### src/core/tim_pkg.sv
package tim_pkg;
  // instruction byte lengths
  localparam logic [1:0] LEN_1 = 2'h1;
  localparam logic [1:0] LEN_2 = 2'h2;
  localparam logic [1:0] LEN_3 = 2'h3;
  // execution times in system clock cycles
  localparam logic [2:0] CYC_1 = 3'h1;
  localparam logic [2:0] CYC_2 = 3'h2;
  localparam logic [2:0] CYC_3 = 3'h3;
  localparam logic [2:0] CYC_4 = 3'h4;
  localparam logic [2:0] CYC_5 = 3'h5;
  localparam logic [2:0] CYC_6 = 3'h6;
  // exact opcodes
  localparam logic [7:0] OP_NO_OPERATION = 8'h00;
  localparam logic [7:0] OP_UNUSED       = 8'hA5;
  localparam logic [7:0] OP_EXT_A_DP     = 8'hE0;
  localparam logic [7:0] OP_EXT_DP_A     = 8'hF0;
  localparam logic [7:0] OP_CODE_DP      = 8'h93;
  localparam logic [7:0] OP_CODE_PC      = 8'h83;
  localparam logic [7:0] OP_JUMP_CY      = 8'h40;
  localparam logic [7:0] OP_JUMP_NCY     = 8'h50;
  localparam logic [7:0] OP_JUMP_ZERO    = 8'h60;
  localparam logic [7:0] OP_JUMP_NZERO   = 8'h70;
  localparam logic [7:0] OP_JUMP_BIT     = 8'h20;
  localparam logic [7:0] OP_JUMP_NBIT    = 8'h30;
  localparam logic [7:0] OP_BTC_BRANCH   = 8'h10;
  localparam logic [7:0] OP_CMP_A_DIR    = 8'hB5;
  localparam logic [7:0] OP_CMP_A_IMM    = 8'hB4;
  localparam logic [7:0] OP_DEC_DIR_BR   = 8'hD5;
  localparam logic [7:0] OP_SHORT_JUMP   = 8'h80;
  localparam logic [7:0] OP_JUMP_IND     = 8'h73;
  localparam logic [7:0] OP_FULL_JUMP    = 8'h02;
  localparam logic [7:0] OP_FULL_CALL    = 8'h12;
  localparam logic [7:0] OP_DP_LOAD      = 8'h90;
  localparam logic [7:0] OP_MOV_DD       = 8'h85;
  localparam logic [7:0] OP_ROT_L        = 8'h23;
  localparam logic [7:0] OP_ROT_LC       = 8'h33;
  localparam logic [7:0] OP_ROT_R        = 8'h03;
  localparam logic [7:0] OP_ROT_RC       = 8'h13;
  localparam logic [7:0] OP_ACC_CLEAR    = 8'hE4;
  localparam logic [7:0] OP_ACC_INVERT   = 8'hF4;
  localparam logic [7:0] OP_ACC_SWAP     = 8'hC4;
  localparam logic [7:0] OP_BIT_CLEAR    = 8'hC2;
  localparam logic [7:0] OP_BIT_SET      = 8'hD2;
  localparam logic [7:0] OP_BIT_INVERT   = 8'hB2;
  localparam logic [7:0] OP_BIT_AND      = 8'h82;
  localparam logic [7:0] OP_BIT_ANDN     = 8'hB0;
  localparam logic [7:0] OP_BIT_OR       = 8'h72;
  localparam logic [7:0] OP_BIT_ORN      = 8'hA0;
  localparam logic [7:0] OP_BIT_TO_CY    = 8'hA2;
  localparam logic [7:0] OP_CY_TO_BIT    = 8'h92;
  localparam logic [7:0] OP_STACK_PUSH   = 8'hC0;
  localparam logic [7:0] OP_STACK_POP    = 8'hD0;
  // opcode families: masked compare
  localparam logic [7:0] FAM_WREG_MASK   = 8'hF8;
  localparam logic [7:0] OP_DEC_WREG_BR  = 8'hD8;
  localparam logic [7:0] OP_CMP_WREG     = 8'hB8;
  localparam logic [7:0] FAM_IND_MASK    = 8'hFE;
  localparam logic [7:0] OP_EXT_A_IND    = 8'hE2;
  localparam logic [7:0] OP_EXT_IND_A    = 8'hF2;
  localparam logic [7:0] OP_CMP_IND      = 8'hB6;
  localparam logic [7:0] OP_IND_WRITE    = 8'hF6;
  localparam logic [7:0] OP_NIBBLE_XCH   = 8'hD6;
  localparam logic [7:0] FAM_PAGE_MASK   = 8'h1F;
  localparam logic [7:0] OP_PAGE_JUMP    = 8'h01;
  localparam logic [7:0] OP_PAGE_CALL    = 8'h11;
  // addressing
  localparam logic [7:0] BIT_RAM_BASE    = 8'h20;
  localparam int         PAGE_BITS       = 11;
  localparam int         CODE_BYTES_DEF  = 8192;

  typedef enum logic [4:0] {
    CLS_OTHER, CLS_NO_OPERATION, CLS_EXT_MOVE, CLS_CODE_READ, CLS_COND_SHORT,
    CLS_COND_LONG, CLS_CMP_IND, CLS_SHORT_JUMP, CLS_JUMP_IND, CLS_PAGE, CLS_FULL,
    CLS_DP_LOAD, CLS_MOV_DD, CLS_IND_WRITE, CLS_NIBBLE_XCH, CLS_ACC_UNARY,
    CLS_BIT_OP, CLS_STACK
  } instr_class_e;

  typedef enum logic [0:0] {S_IDLE, S_EXEC} seq_state_e;

  typedef struct packed {
    logic [7:0]  opcode;
    logic [7:0]  op1;
    logic [7:0]  op2;
    logic [15:0] addr;
  } instr_s;

  typedef struct packed {
    logic [7:0]  acc;
    logic [15:0] data_pointer;
    logic [7:0]  r0;
    logic [7:0]  r1;
    logic [1:0]  bank;
    logic        taken;
  } ctx_s;

  typedef struct packed {
    instr_class_e cls;
    logic [1:0]   len;
    logic [2:0]   cyc_nt;
    logic [2:0]   cyc_t;
  } decode_s;

  typedef struct packed {
    instr_class_e cls;
    logic         recognised;
    logic [1:0]   len;
    logic [2:0]   cycles;
    logic         redirect;
    logic         is_call;
    logic [15:0]  next_addr;
    logic [15:0]  target;
    logic         target_in_code;
    logic [15:0]  mem_addr;
    logic         direct_valid;
    logic [7:0]   direct_addr;
    logic         direct_is_special;
    logic         wreg_valid;
    logic [4:0]   wreg_addr;
    logic         ind_valid;
    logic [4:0]   ind_reg_addr;
    logic [7:0]   ind_addr;
  } result_s;

  typedef struct packed {
    seq_state_e fsm;
    logic [2:0] remain;
    result_s    res;
  } seq_s;
endpackage : tim_pkg

### src/core/cpu_instruction_timing.sv
`timescale 1ns/1ps
module cpu_instruction_timing #(
  parameter int CODE_BYTES = tim_pkg::CODE_BYTES_DEF  // program memory span
) (
  // clock and reset
  input  wire logic            CLK_I,
  input  wire logic            SRST_I,
  // instruction issue
  input  wire logic            INSTR_VALID_I,
  input  wire tim_pkg::instr_s INSTR_I,
  input  wire tim_pkg::ctx_s   CTX_I,
  output logic                 INSTR_READY_O,
  // decode result and sequencing
  output tim_pkg::result_s     RESULT_O,
  output logic                 BUSY_O,
  output logic                 DONE_O
);

  // a page must fit and targets are 16 bits wide
  if (CODE_BYTES < (1 << tim_pkg::PAGE_BITS) || CODE_BYTES > 65536) begin : g_chk
    $error("CODE_BYTES out of range");
  end

  tim_pkg::seq_s    st;        // whole sequencer state
  tim_pkg::seq_s    next_st;   // its next value
  tim_pkg::decode_s dec;       // decode of the offered opcode
  tim_pkg::result_s issue;     // result formed for the offered instruction
  logic             accept;    // instruction taken this cycle
  logic             done;      // last cycle of the running instruction

  // one row of the timing table
  function automatic tim_pkg::decode_s mk(input tim_pkg::instr_class_e c,
                                          input logic [1:0] l,
                                          input logic [2:0] nt,
                                          input logic [2:0] t);
    tim_pkg::decode_s r;
    r.cls    = c;
    r.len    = l;
    r.cyc_nt = nt;
    r.cyc_t  = t;
    return r;
  endfunction : mk

  // opcode to class, length and cycle pair
  function automatic tim_pkg::decode_s decode_op(input logic [7:0] op);
    tim_pkg::decode_s d;
    d = mk(tim_pkg::CLS_OTHER, tim_pkg::LEN_1, tim_pkg::CYC_1, tim_pkg::CYC_1);
    case (op)
      // unused opcode is folded onto the idle instruction
      tim_pkg::OP_NO_OPERATION, tim_pkg::OP_UNUSED: begin
        d = mk(tim_pkg::CLS_NO_OPERATION, tim_pkg::LEN_1, tim_pkg::CYC_1, tim_pkg::CYC_1);
      end
      tim_pkg::OP_EXT_A_DP, tim_pkg::OP_EXT_DP_A: begin
        d = mk(tim_pkg::CLS_EXT_MOVE, tim_pkg::LEN_1, tim_pkg::CYC_3, tim_pkg::CYC_3);
      end
      tim_pkg::OP_CODE_DP, tim_pkg::OP_CODE_PC: begin
        d = mk(tim_pkg::CLS_CODE_READ, tim_pkg::LEN_1, tim_pkg::CYC_3, tim_pkg::CYC_3);
      end
      tim_pkg::OP_JUMP_CY, tim_pkg::OP_JUMP_NCY, tim_pkg::OP_JUMP_ZERO,
      tim_pkg::OP_JUMP_NZERO: begin
        d = mk(tim_pkg::CLS_COND_SHORT, tim_pkg::LEN_2, tim_pkg::CYC_2, tim_pkg::CYC_4);
      end
      tim_pkg::OP_JUMP_BIT, tim_pkg::OP_JUMP_NBIT, tim_pkg::OP_BTC_BRANCH,
      tim_pkg::OP_CMP_A_DIR, tim_pkg::OP_CMP_A_IMM, tim_pkg::OP_DEC_DIR_BR: begin
        d = mk(tim_pkg::CLS_COND_LONG, tim_pkg::LEN_3, tim_pkg::CYC_3, tim_pkg::CYC_5);
      end
      tim_pkg::OP_SHORT_JUMP: begin
        d = mk(tim_pkg::CLS_SHORT_JUMP, tim_pkg::LEN_2, tim_pkg::CYC_4, tim_pkg::CYC_4);
      end
      tim_pkg::OP_JUMP_IND: begin
        d = mk(tim_pkg::CLS_JUMP_IND, tim_pkg::LEN_1, tim_pkg::CYC_4, tim_pkg::CYC_4);
      end
      tim_pkg::OP_FULL_JUMP, tim_pkg::OP_FULL_CALL: begin
        d = mk(tim_pkg::CLS_FULL, tim_pkg::LEN_3, tim_pkg::CYC_5, tim_pkg::CYC_5);
      end
      tim_pkg::OP_DP_LOAD: begin
        d = mk(tim_pkg::CLS_DP_LOAD, tim_pkg::LEN_3, tim_pkg::CYC_3, tim_pkg::CYC_3);
      end
      tim_pkg::OP_MOV_DD: begin
        d = mk(tim_pkg::CLS_MOV_DD, tim_pkg::LEN_3, tim_pkg::CYC_3, tim_pkg::CYC_3);
      end
      tim_pkg::OP_ROT_L, tim_pkg::OP_ROT_LC, tim_pkg::OP_ROT_R, tim_pkg::OP_ROT_RC,
      tim_pkg::OP_ACC_CLEAR, tim_pkg::OP_ACC_INVERT, tim_pkg::OP_ACC_SWAP: begin
        d = mk(tim_pkg::CLS_ACC_UNARY, tim_pkg::LEN_1, tim_pkg::CYC_1, tim_pkg::CYC_1);
      end
      tim_pkg::OP_BIT_CLEAR, tim_pkg::OP_BIT_SET, tim_pkg::OP_BIT_INVERT,
      tim_pkg::OP_BIT_AND, tim_pkg::OP_BIT_ANDN, tim_pkg::OP_BIT_OR, tim_pkg::OP_BIT_ORN,
      tim_pkg::OP_BIT_TO_CY, tim_pkg::OP_CY_TO_BIT: begin
        d = mk(tim_pkg::CLS_BIT_OP, tim_pkg::LEN_2, tim_pkg::CYC_2, tim_pkg::CYC_2);
      end
      tim_pkg::OP_STACK_PUSH, tim_pkg::OP_STACK_POP: begin
        d = mk(tim_pkg::CLS_STACK, tim_pkg::LEN_2, tim_pkg::CYC_2, tim_pkg::CYC_2);
      end
      // families that carry a register number in the low bits or page address bits in the high three
      default: begin
        if ((op & tim_pkg::FAM_WREG_MASK) == tim_pkg::OP_DEC_WREG_BR) begin
          d = mk(tim_pkg::CLS_COND_SHORT, tim_pkg::LEN_2, tim_pkg::CYC_2, tim_pkg::CYC_4);
        end else if ((op & tim_pkg::FAM_WREG_MASK) == tim_pkg::OP_CMP_WREG) begin
          d = mk(tim_pkg::CLS_COND_LONG, tim_pkg::LEN_3, tim_pkg::CYC_3, tim_pkg::CYC_5);
        end else if ((op & tim_pkg::FAM_IND_MASK) == tim_pkg::OP_CMP_IND) begin
          d = mk(tim_pkg::CLS_CMP_IND, tim_pkg::LEN_3, tim_pkg::CYC_4, tim_pkg::CYC_6);
        end else if ((op & tim_pkg::FAM_IND_MASK) == tim_pkg::OP_EXT_A_IND ||
                     (op & tim_pkg::FAM_IND_MASK) == tim_pkg::OP_EXT_IND_A) begin
          d = mk(tim_pkg::CLS_EXT_MOVE, tim_pkg::LEN_1, tim_pkg::CYC_3, tim_pkg::CYC_3);
        end else if ((op & tim_pkg::FAM_IND_MASK) == tim_pkg::OP_IND_WRITE) begin
          d = mk(tim_pkg::CLS_IND_WRITE, tim_pkg::LEN_1, tim_pkg::CYC_2, tim_pkg::CYC_2);
        end else if ((op & tim_pkg::FAM_IND_MASK) == tim_pkg::OP_NIBBLE_XCH) begin
          d = mk(tim_pkg::CLS_NIBBLE_XCH, tim_pkg::LEN_1, tim_pkg::CYC_2, tim_pkg::CYC_2);
        end else if ((op & tim_pkg::FAM_PAGE_MASK) == tim_pkg::OP_PAGE_JUMP ||
                     (op & tim_pkg::FAM_PAGE_MASK) == tim_pkg::OP_PAGE_CALL) begin
          d = mk(tim_pkg::CLS_PAGE, tim_pkg::LEN_2, tim_pkg::CYC_4, tim_pkg::CYC_4);
        end
      end
    endcase
    return d;
  endfunction : decode_op

  // byte address holding a direct bit
  function automatic logic [7:0] bit_byte(input logic [7:0] b);
    return b[7] ? {b[7:3], 3'h0} : 8'(tim_pkg::BIT_RAM_BASE + {4'h0, b[6:3]});
  endfunction : bit_byte

  assign dec = decode_op(INSTR_I.opcode);

  // result of the offered instruction, latched on accept
  always_comb begin
    logic [7:0]  op;
    logic [7:0]  rel;
    logic [15:0] rel_tgt;
    logic        cond;
    logic        uncond;
    logic        is_bit;
    logic        ind;
    op     = INSTR_I.opcode;
    issue  = '0;
    rel    = 8'h00;
    rel_tgt = 16'h0000;
    cond   = dec.cls inside {tim_pkg::CLS_COND_SHORT, tim_pkg::CLS_COND_LONG,
                             tim_pkg::CLS_CMP_IND};
    uncond = dec.cls inside {tim_pkg::CLS_SHORT_JUMP, tim_pkg::CLS_JUMP_IND,
                             tim_pkg::CLS_PAGE, tim_pkg::CLS_FULL};
    is_bit = dec.cls == tim_pkg::CLS_BIT_OP || op == tim_pkg::OP_JUMP_BIT ||
             op == tim_pkg::OP_JUMP_NBIT || op == tim_pkg::OP_BTC_BRANCH;
    ind    = dec.cls inside {tim_pkg::CLS_CMP_IND, tim_pkg::CLS_IND_WRITE,
                             tim_pkg::CLS_NIBBLE_XCH} ||
             (dec.cls == tim_pkg::CLS_EXT_MOVE && op[1]);
    issue.cls        = dec.cls;
    issue.recognised = dec.cls != tim_pkg::CLS_OTHER;
    issue.len        = dec.len;
    issue.next_addr  = 16'(INSTR_I.addr + {14'h0, dec.len});
    // displacement is the last byte of the instruction
    rel              = (dec.len == tim_pkg::LEN_3) ? INSTR_I.op2 : INSTR_I.op1;
    rel_tgt          = 16'(issue.next_addr + {{8{rel[7]}}, rel});
    issue.redirect   = uncond || (cond && CTX_I.taken);
    // larger count only when control really leaves the fall-through path
    issue.cycles     = issue.redirect ? dec.cyc_t : dec.cyc_nt;
    issue.is_call    = op == tim_pkg::OP_FULL_CALL ||
                       (op & tim_pkg::FAM_PAGE_MASK) == tim_pkg::OP_PAGE_CALL;
    // branch destination; fall-through when not redirected
    case (dec.cls)
      tim_pkg::CLS_JUMP_IND: begin
        issue.target = 16'(CTX_I.data_pointer + {8'h00, CTX_I.acc});
      end
      tim_pkg::CLS_PAGE: issue.target = {issue.next_addr[15:tim_pkg::PAGE_BITS],
                                         op[7:5], INSTR_I.op1};
      tim_pkg::CLS_FULL: issue.target = {INSTR_I.op1, INSTR_I.op2};
      default: issue.target = issue.redirect ? rel_tgt : issue.next_addr;
    endcase
    // flag targets past the program memory, the core does not wrap them
    issue.target_in_code = 32'(issue.target) < CODE_BYTES;
    // operand address of external and code memory accesses
    case (dec.cls)
      tim_pkg::CLS_CODE_READ: begin
        issue.mem_addr = 16'({8'h00, CTX_I.acc} +
                         (op == tim_pkg::OP_CODE_DP ? CTX_I.data_pointer : issue.next_addr));
      end
      tim_pkg::CLS_EXT_MOVE: begin
        issue.mem_addr = op[1] ? {8'h00, op[0] ? CTX_I.r1 : CTX_I.r0} : CTX_I.data_pointer;
      end
      tim_pkg::CLS_DP_LOAD: issue.mem_addr = {INSTR_I.op1, INSTR_I.op2};
      default: issue.mem_addr = 16'h0000;
    endcase
    // direct operand, bit addresses fold to their byte
    issue.direct_valid = is_bit || dec.cls == tim_pkg::CLS_STACK ||
                         dec.cls == tim_pkg::CLS_MOV_DD ||
                         op == tim_pkg::OP_CMP_A_DIR || op == tim_pkg::OP_DEC_DIR_BR;
    issue.direct_addr  = is_bit ? bit_byte(INSTR_I.op1) : INSTR_I.op1;
    issue.direct_is_special = issue.direct_valid && issue.direct_addr[7];
    // working register in the active bank
    issue.wreg_valid = (op & tim_pkg::FAM_WREG_MASK) == tim_pkg::OP_DEC_WREG_BR ||
                       (op & tim_pkg::FAM_WREG_MASK) == tim_pkg::OP_CMP_WREG;
    issue.wreg_addr  = {CTX_I.bank, op[2:0]};
    // indirect pointer is register 0 or 1, chosen by opcode bit 0
    issue.ind_valid    = ind;
    issue.ind_reg_addr = {CTX_I.bank, 2'h0, op[0]};
    issue.ind_addr     = op[0] ? CTX_I.r1 : CTX_I.r0;
  end

  // handshake: a new instruction may enter on the last cycle of the old one
  assign BUSY_O        = st.fsm == tim_pkg::S_EXEC;
  assign done          = BUSY_O && st.remain == tim_pkg::CYC_1;
  assign DONE_O        = done;
  assign INSTR_READY_O = !BUSY_O || done;
  assign accept        = INSTR_VALID_I && INSTR_READY_O;
  assign RESULT_O      = st.res;

  // cycle sequencer, one count per system clock
  always_comb begin
    next_st = st;
    case (st.fsm)
      tim_pkg::S_IDLE: begin
        if (accept) begin
          next_st.fsm    = tim_pkg::S_EXEC;
          next_st.remain = issue.cycles;
          next_st.res    = issue;
        end
      end
      tim_pkg::S_EXEC: begin
        if (accept) begin
          next_st.remain = issue.cycles;
          next_st.res    = issue;
        end else if (done) begin
          next_st.fsm = tim_pkg::S_IDLE;
        end else begin
          next_st.remain = 3'(st.remain - 3'h1);
        end
      end
      default: next_st.fsm = tim_pkg::S_IDLE;
    endcase
  end

  // state register, synchronous reset
  always_ff @(posedge CLK_I) begin
    if (SRST_I) begin
      st <= '0;
    end else begin
      st <= next_st;
    end
  end
endmodule : cpu_instruction_timing

### config.mk
export PLATFORM = sky130hd
export DESIGN_NAME = cpu_instruction_timing
export DESIGN_NICKNAME = d
export VERILOG_FILES = /design/src/core/tim_pkg.sv /design/src/core/cpu_instruction_timing.sv
export SDC_FILE = /design/constraint.sdc
export NUM_CORES = 1
export LEC_CHECK = 0
export BUFFER_PORTS_ARGS = -buffer_cell sky130_fd_sc_hd__buf_2
export CORE_MARGIN = 2
export CORE_UTILIZATION = 40
export CTS_CLUSTER_DIAMETER = 30
export CTS_CLUSTER_SIZE = 28
export DETAILED_ROUTE_END_ITERATION = 7
export HOLD_SLACK_MARGIN = 0.06
export PLACE_DENSITY = 0.67
export SETUP_SLACK_MARGIN = 0.2
export SLEW_MARGIN = 15
export SYNTH_ARGS = -nofsm -noshare
export SYNTH_HDL_FRONTEND = slang
export SYNTH_SLANG_ARGS = --single-unit
### constraint.sdc
create_clock -name CLK_I -period 17.47 [get_ports CLK_I]
set_clock_uncertainty 0.15 [all_clocks]
set_input_delay 1.747 -clock CLK_I [delete_from_list [all_inputs] [get_ports CLK_I]]
set_output_delay 1.747 -clock CLK_I [all_outputs]
set_load 0.02 [all_outputs]
==> metrics.csv <==
stage,metric,value,unit
clock_tree,cts_post_setup_buffers_inserted,0,
grt,grt-ovfl-total,0,
timing,period_needed,7600,ps
grt,grt_pass1_wl,40.2,mm
grt,grt_use_met3,7.12,%
worst_setup_path,rrSetupSlack,14610,ps
logic_synthesis,synth_cell_types,78,
floorplan,die_h,144,um
drt,ant_nets,0,
power,comb_power_share,35.8,%
power,sw_frac_of_total,37.2,%
power,intPower,417,uW
grt,grt_max_degree,97,
grt,grt_usage,25.6,%
floorplan,dieArea,20800,um2
logic_synthesis,syn_area,7870,um2
timing,slew_viol_final,0,
worst_setup_path,cp-end-kind,flip-flop,
worst_setup_path,worst_r2r_endpoint,RESULT_O[37],
logic_synthesis,synth_area_leaders,"dfxtp_1 (23%), buf_4 (8.8%), ha_1 (5.4%)",
floorplan,start_util,40.6,%
clock_tree,cts.hold.buffers_added,0,
min_path,hold_depth,2,
timing,rsz0062_at_grt,false,
final_layout,areaGrowthSynthToFinish,8.40,%
worst_setup_path,reg2reg_depth,7,
worst_setup_path,worstPathMaxFanout,38,
power,power.share.sequential,34.7,%
clock_tree,cts-root-buf,clkbuf_16,
clock_tree,cts_buffers,9,
placed_design,gp_congestion,0.984,
placed_design,hpwl,20.9,mm
run,maxCapViolations,0,
clock_tree,clk_pin_slew,60,ps
grt,gr-usage-met2,36.6,%
logic_synthesis,seq_area_frac_synth,23.2,%
final_layout,final_core_util,44.0,%
final_layout,num_antenna_cells,0,
worst_setup_path,required,17510,ps
logic_synthesis,synth.avg_cell_area,7.61,um2
drt,drc_errors,0,
placed_design,portBuffers,178,
clock_tree,insertion_delay,350,ps
power,max-vdd-ir-drop,0.0357,mV
floorplan,die_w,144,um
timing,clock.fmax,132,MHz
min_path,hold-path-endpoint,RESULT_O[27],
floorplan,io_pins,181,
timing,fin_tns_setup,0,ps
worst_setup_path,worstSetupPathType,input port to flip-flop,
logic_synthesis,yosysTopAreaCell,dfxtp_1,
clock_tree,cts_tree,built,
grt,grt.busiest_layer,met1,
min_path,min_path_type,flip-flop to flip-flop,
drt,routedWlPerCell,20.1,um
timing,max-slew-margin-rel,16.4,%
floorplan,core-area,19400,um2
clock_tree,cts_resized,0,
logic_synthesis,ys_async_sr_fraction,0,%
clock_tree,clockBufferDepth,2,
timing,setup_viol,0,
final_layout,final_net_count,1203,
grt,first_global_vias,7008,
outcome,status,"finished, final reports clean",
grt,met1_usage,37.0,%
timing,finalHoldViolCount,0,
worst_setup_path,timing.rr.start,st[92],
worst_setup_path,cp-start-kind,input port,
logic_synthesis,ys_ff_latch,91,
power,clkPwrFrac,29.5,%
logic_synthesis,synthCells,1034,
clock_tree,cts.sinks,91,
drt,drt-total-wl,27.2,mm
grt,antenna_found_initial,0,
min_path,min-delay-start,RESULT_O[27],
power,power.density,77.8,nW/um2
power,p_total,664,uW
timing,tightest_slew,1240,ps
power,leakage,3.79,nW
power,power_switching,247,uW
logic_synthesis,yosysWarnings,0,
timing,timing.hold.ws,297,ps
floorplan,rows,51,
drt,avgViaCountPerCell,5.80,
logic_synthesis,synth_top_area_share,23.2,%
worst_setup_path,critPathArrivalTime,7640,ps
clock_tree,htree_num_levels,3,
timing,period_share,43.5,%
logic_synthesis,synth_flop_cell,dfxtp_1,
drt,dr.pass1.iters,6,
logic_synthesis,synth_edf_count,0,
drt,vias,7820,
drt,drtIter0Drc,1035,
final_layout,drive_gt1_share,22.2,%
## power by group through the flow
stage	logic, mW	registers, mW	clock network [mW]
global route	0.258	0.232	0.207
detailed placement	0.232	0.235	0
CTS	0.233	0.230	0.201
finish	0.237	0.230	0.196
floorplan	0.180	0.233	0
global placement	0.230	0.235	0
## critical path: stages
cell	delay (ps)
buf_2	470
nor4b_2	120
buf_4	220
a41oi_1	300
nand4_1	280
or2_2	400
nor2_1	210
inv_1	70
ha_1	280
a21oi_1	420
nand2b_1	190
xnor2_1	140
mux2_2	300
ha_1	320
o21ai_0	120
a21boi_0	290
o21ai_0	150
a21boi_0	250
o21ai_0	260
a2111oi_0	550
xor2_1	110
and3_1	190
o21ai_0	150
a21oi_1	80
## how the worst max path moves through the flow
stage / startpoint / cells past startpoint / to / slack [ps]
3_3_place_gp: INSTR_I[33] / 23 / RESULT_O[46] / 9800
2_1_floorplan: INSTR_I[32] / 22 / RESULT_O[46] / 10710
5_1_grt: INSTR_I[33] / 23 / RESULT_O[46] / 9510
3_5_place_dp: INSTR_I[33] / 23 / RESULT_O[46] / 9640
6_report: INSTR_I[33] / 24 / RESULT_O[42] / 9870
4_1_cts: INSTR_I[33] / 23 / RESULT_O[46] / 9990
## state kept, by name, indices dropped and copies added, names as in the netlist
signal	flops
RESULT_O	87
BUSY_O	1
st	3
## synthesized netlist by cell type, types with 25 or more instances
| cell | n |
|---|---|
| a21oi_1 | 70 |
| xnor2_1 | 38 |
| nand2_1 | 96 |
| o21ai_0 | 48 |
| clkbuf_1 | 49 |
| inv_1 | 36 |
| a211oi_1 | 31 |
| ha_1 | 34 |
| dfxtp_1 | 91 |
| nor2_1 | 113 |
| buf_4 | 92 |
| a22oi_1 | 25 |
## cell families after synthesis
| family | share of synthesized area, % |
|---|---|
| simple gates | 20.6 |
| compound gates | 24.6 |
| buf+inv | 14.0 |
| flops | 23.2 |
| xor+xnor | 6.57 |
| fa+ha+maj | 6.68 |
| mux | 4.39 |
| other cells | 0.0477 |
## metal layers
layer | share of wire (%) | up-vias
li1 | - | 3706
met1 | 44 | 3637
met2 | 41 | 431
met3 | 12 | 46
met4 | 2.5 | 0
met5 | 0 | -
## layout make-up
type / count / area [um2]
inverters: 36 / 135
repair buffers: 189 / 973
well taps: 265 / 332
multi-input cells: 752 / 4970
clock buffers: 12 / 267
clock inverters: 4 / 32.5
fillers: 2020 / 10900
flip-flops and latches: 91 / 1820
## cells in the final DEF (no fill, tap or decap), types with 5 or more instances in the layout
| cell type | count |
|---|---|
| ha_1 | 34 |
| a21oi_1 | 70 |
| nor2_1 | 113 |
| a311oi_1 | 9 |
| mux2i_1 | 21 |
| clkbuf_16 | 9 |
| o21bai_1 | 7 |
| and3_1 | 10 |
| o211a_1 | 7 |
| and2_1 | 6 |
| nand2_1 | 95 |
| a222oi_1 | 8 |
| a211oi_1 | 31 |
| a21o_1 | 9 |
| a22oi_1 | 25 |
| o21ai_0 | 48 |
| nand3_1 | 23 |
| mux2_2 | 12 |
| inv_1 | 36 |
| nand2b_1 | 10 |
| dfxtp_1 | 91 |
| nor4b_1 | 6 |
| nor3_1 | 21 |
| o221ai_1 | 6 |
| nor2b_1 | 7 |
| xnor2_1 | 38 |
| or2_2 | 5 |
| o31ai_1 | 5 |
| a221oi_1 | 6 |
| xor2_1 | 21 |
| buf_4 | 11 |
| nand4_1 | 13 |
| o211ai_1 | 10 |
| buf_2 | 178 |
## metrics by stage
stage / instances / cell area [um2] / setup WS [ps]
4_1_cts: 1349 / 8530 / 9990
2_1_floorplan: 1035 / 7870 / 10710
6_report: 1349 / 8530 / 9870
5_1_grt: 1349 / 8530 / 9510
3_5_place_dp: 1333 / 8230 / 9640
3_3_place_gp: 1333 / 8230 / 9800
No activity file was read; power rests on OpenSTA's default activity.
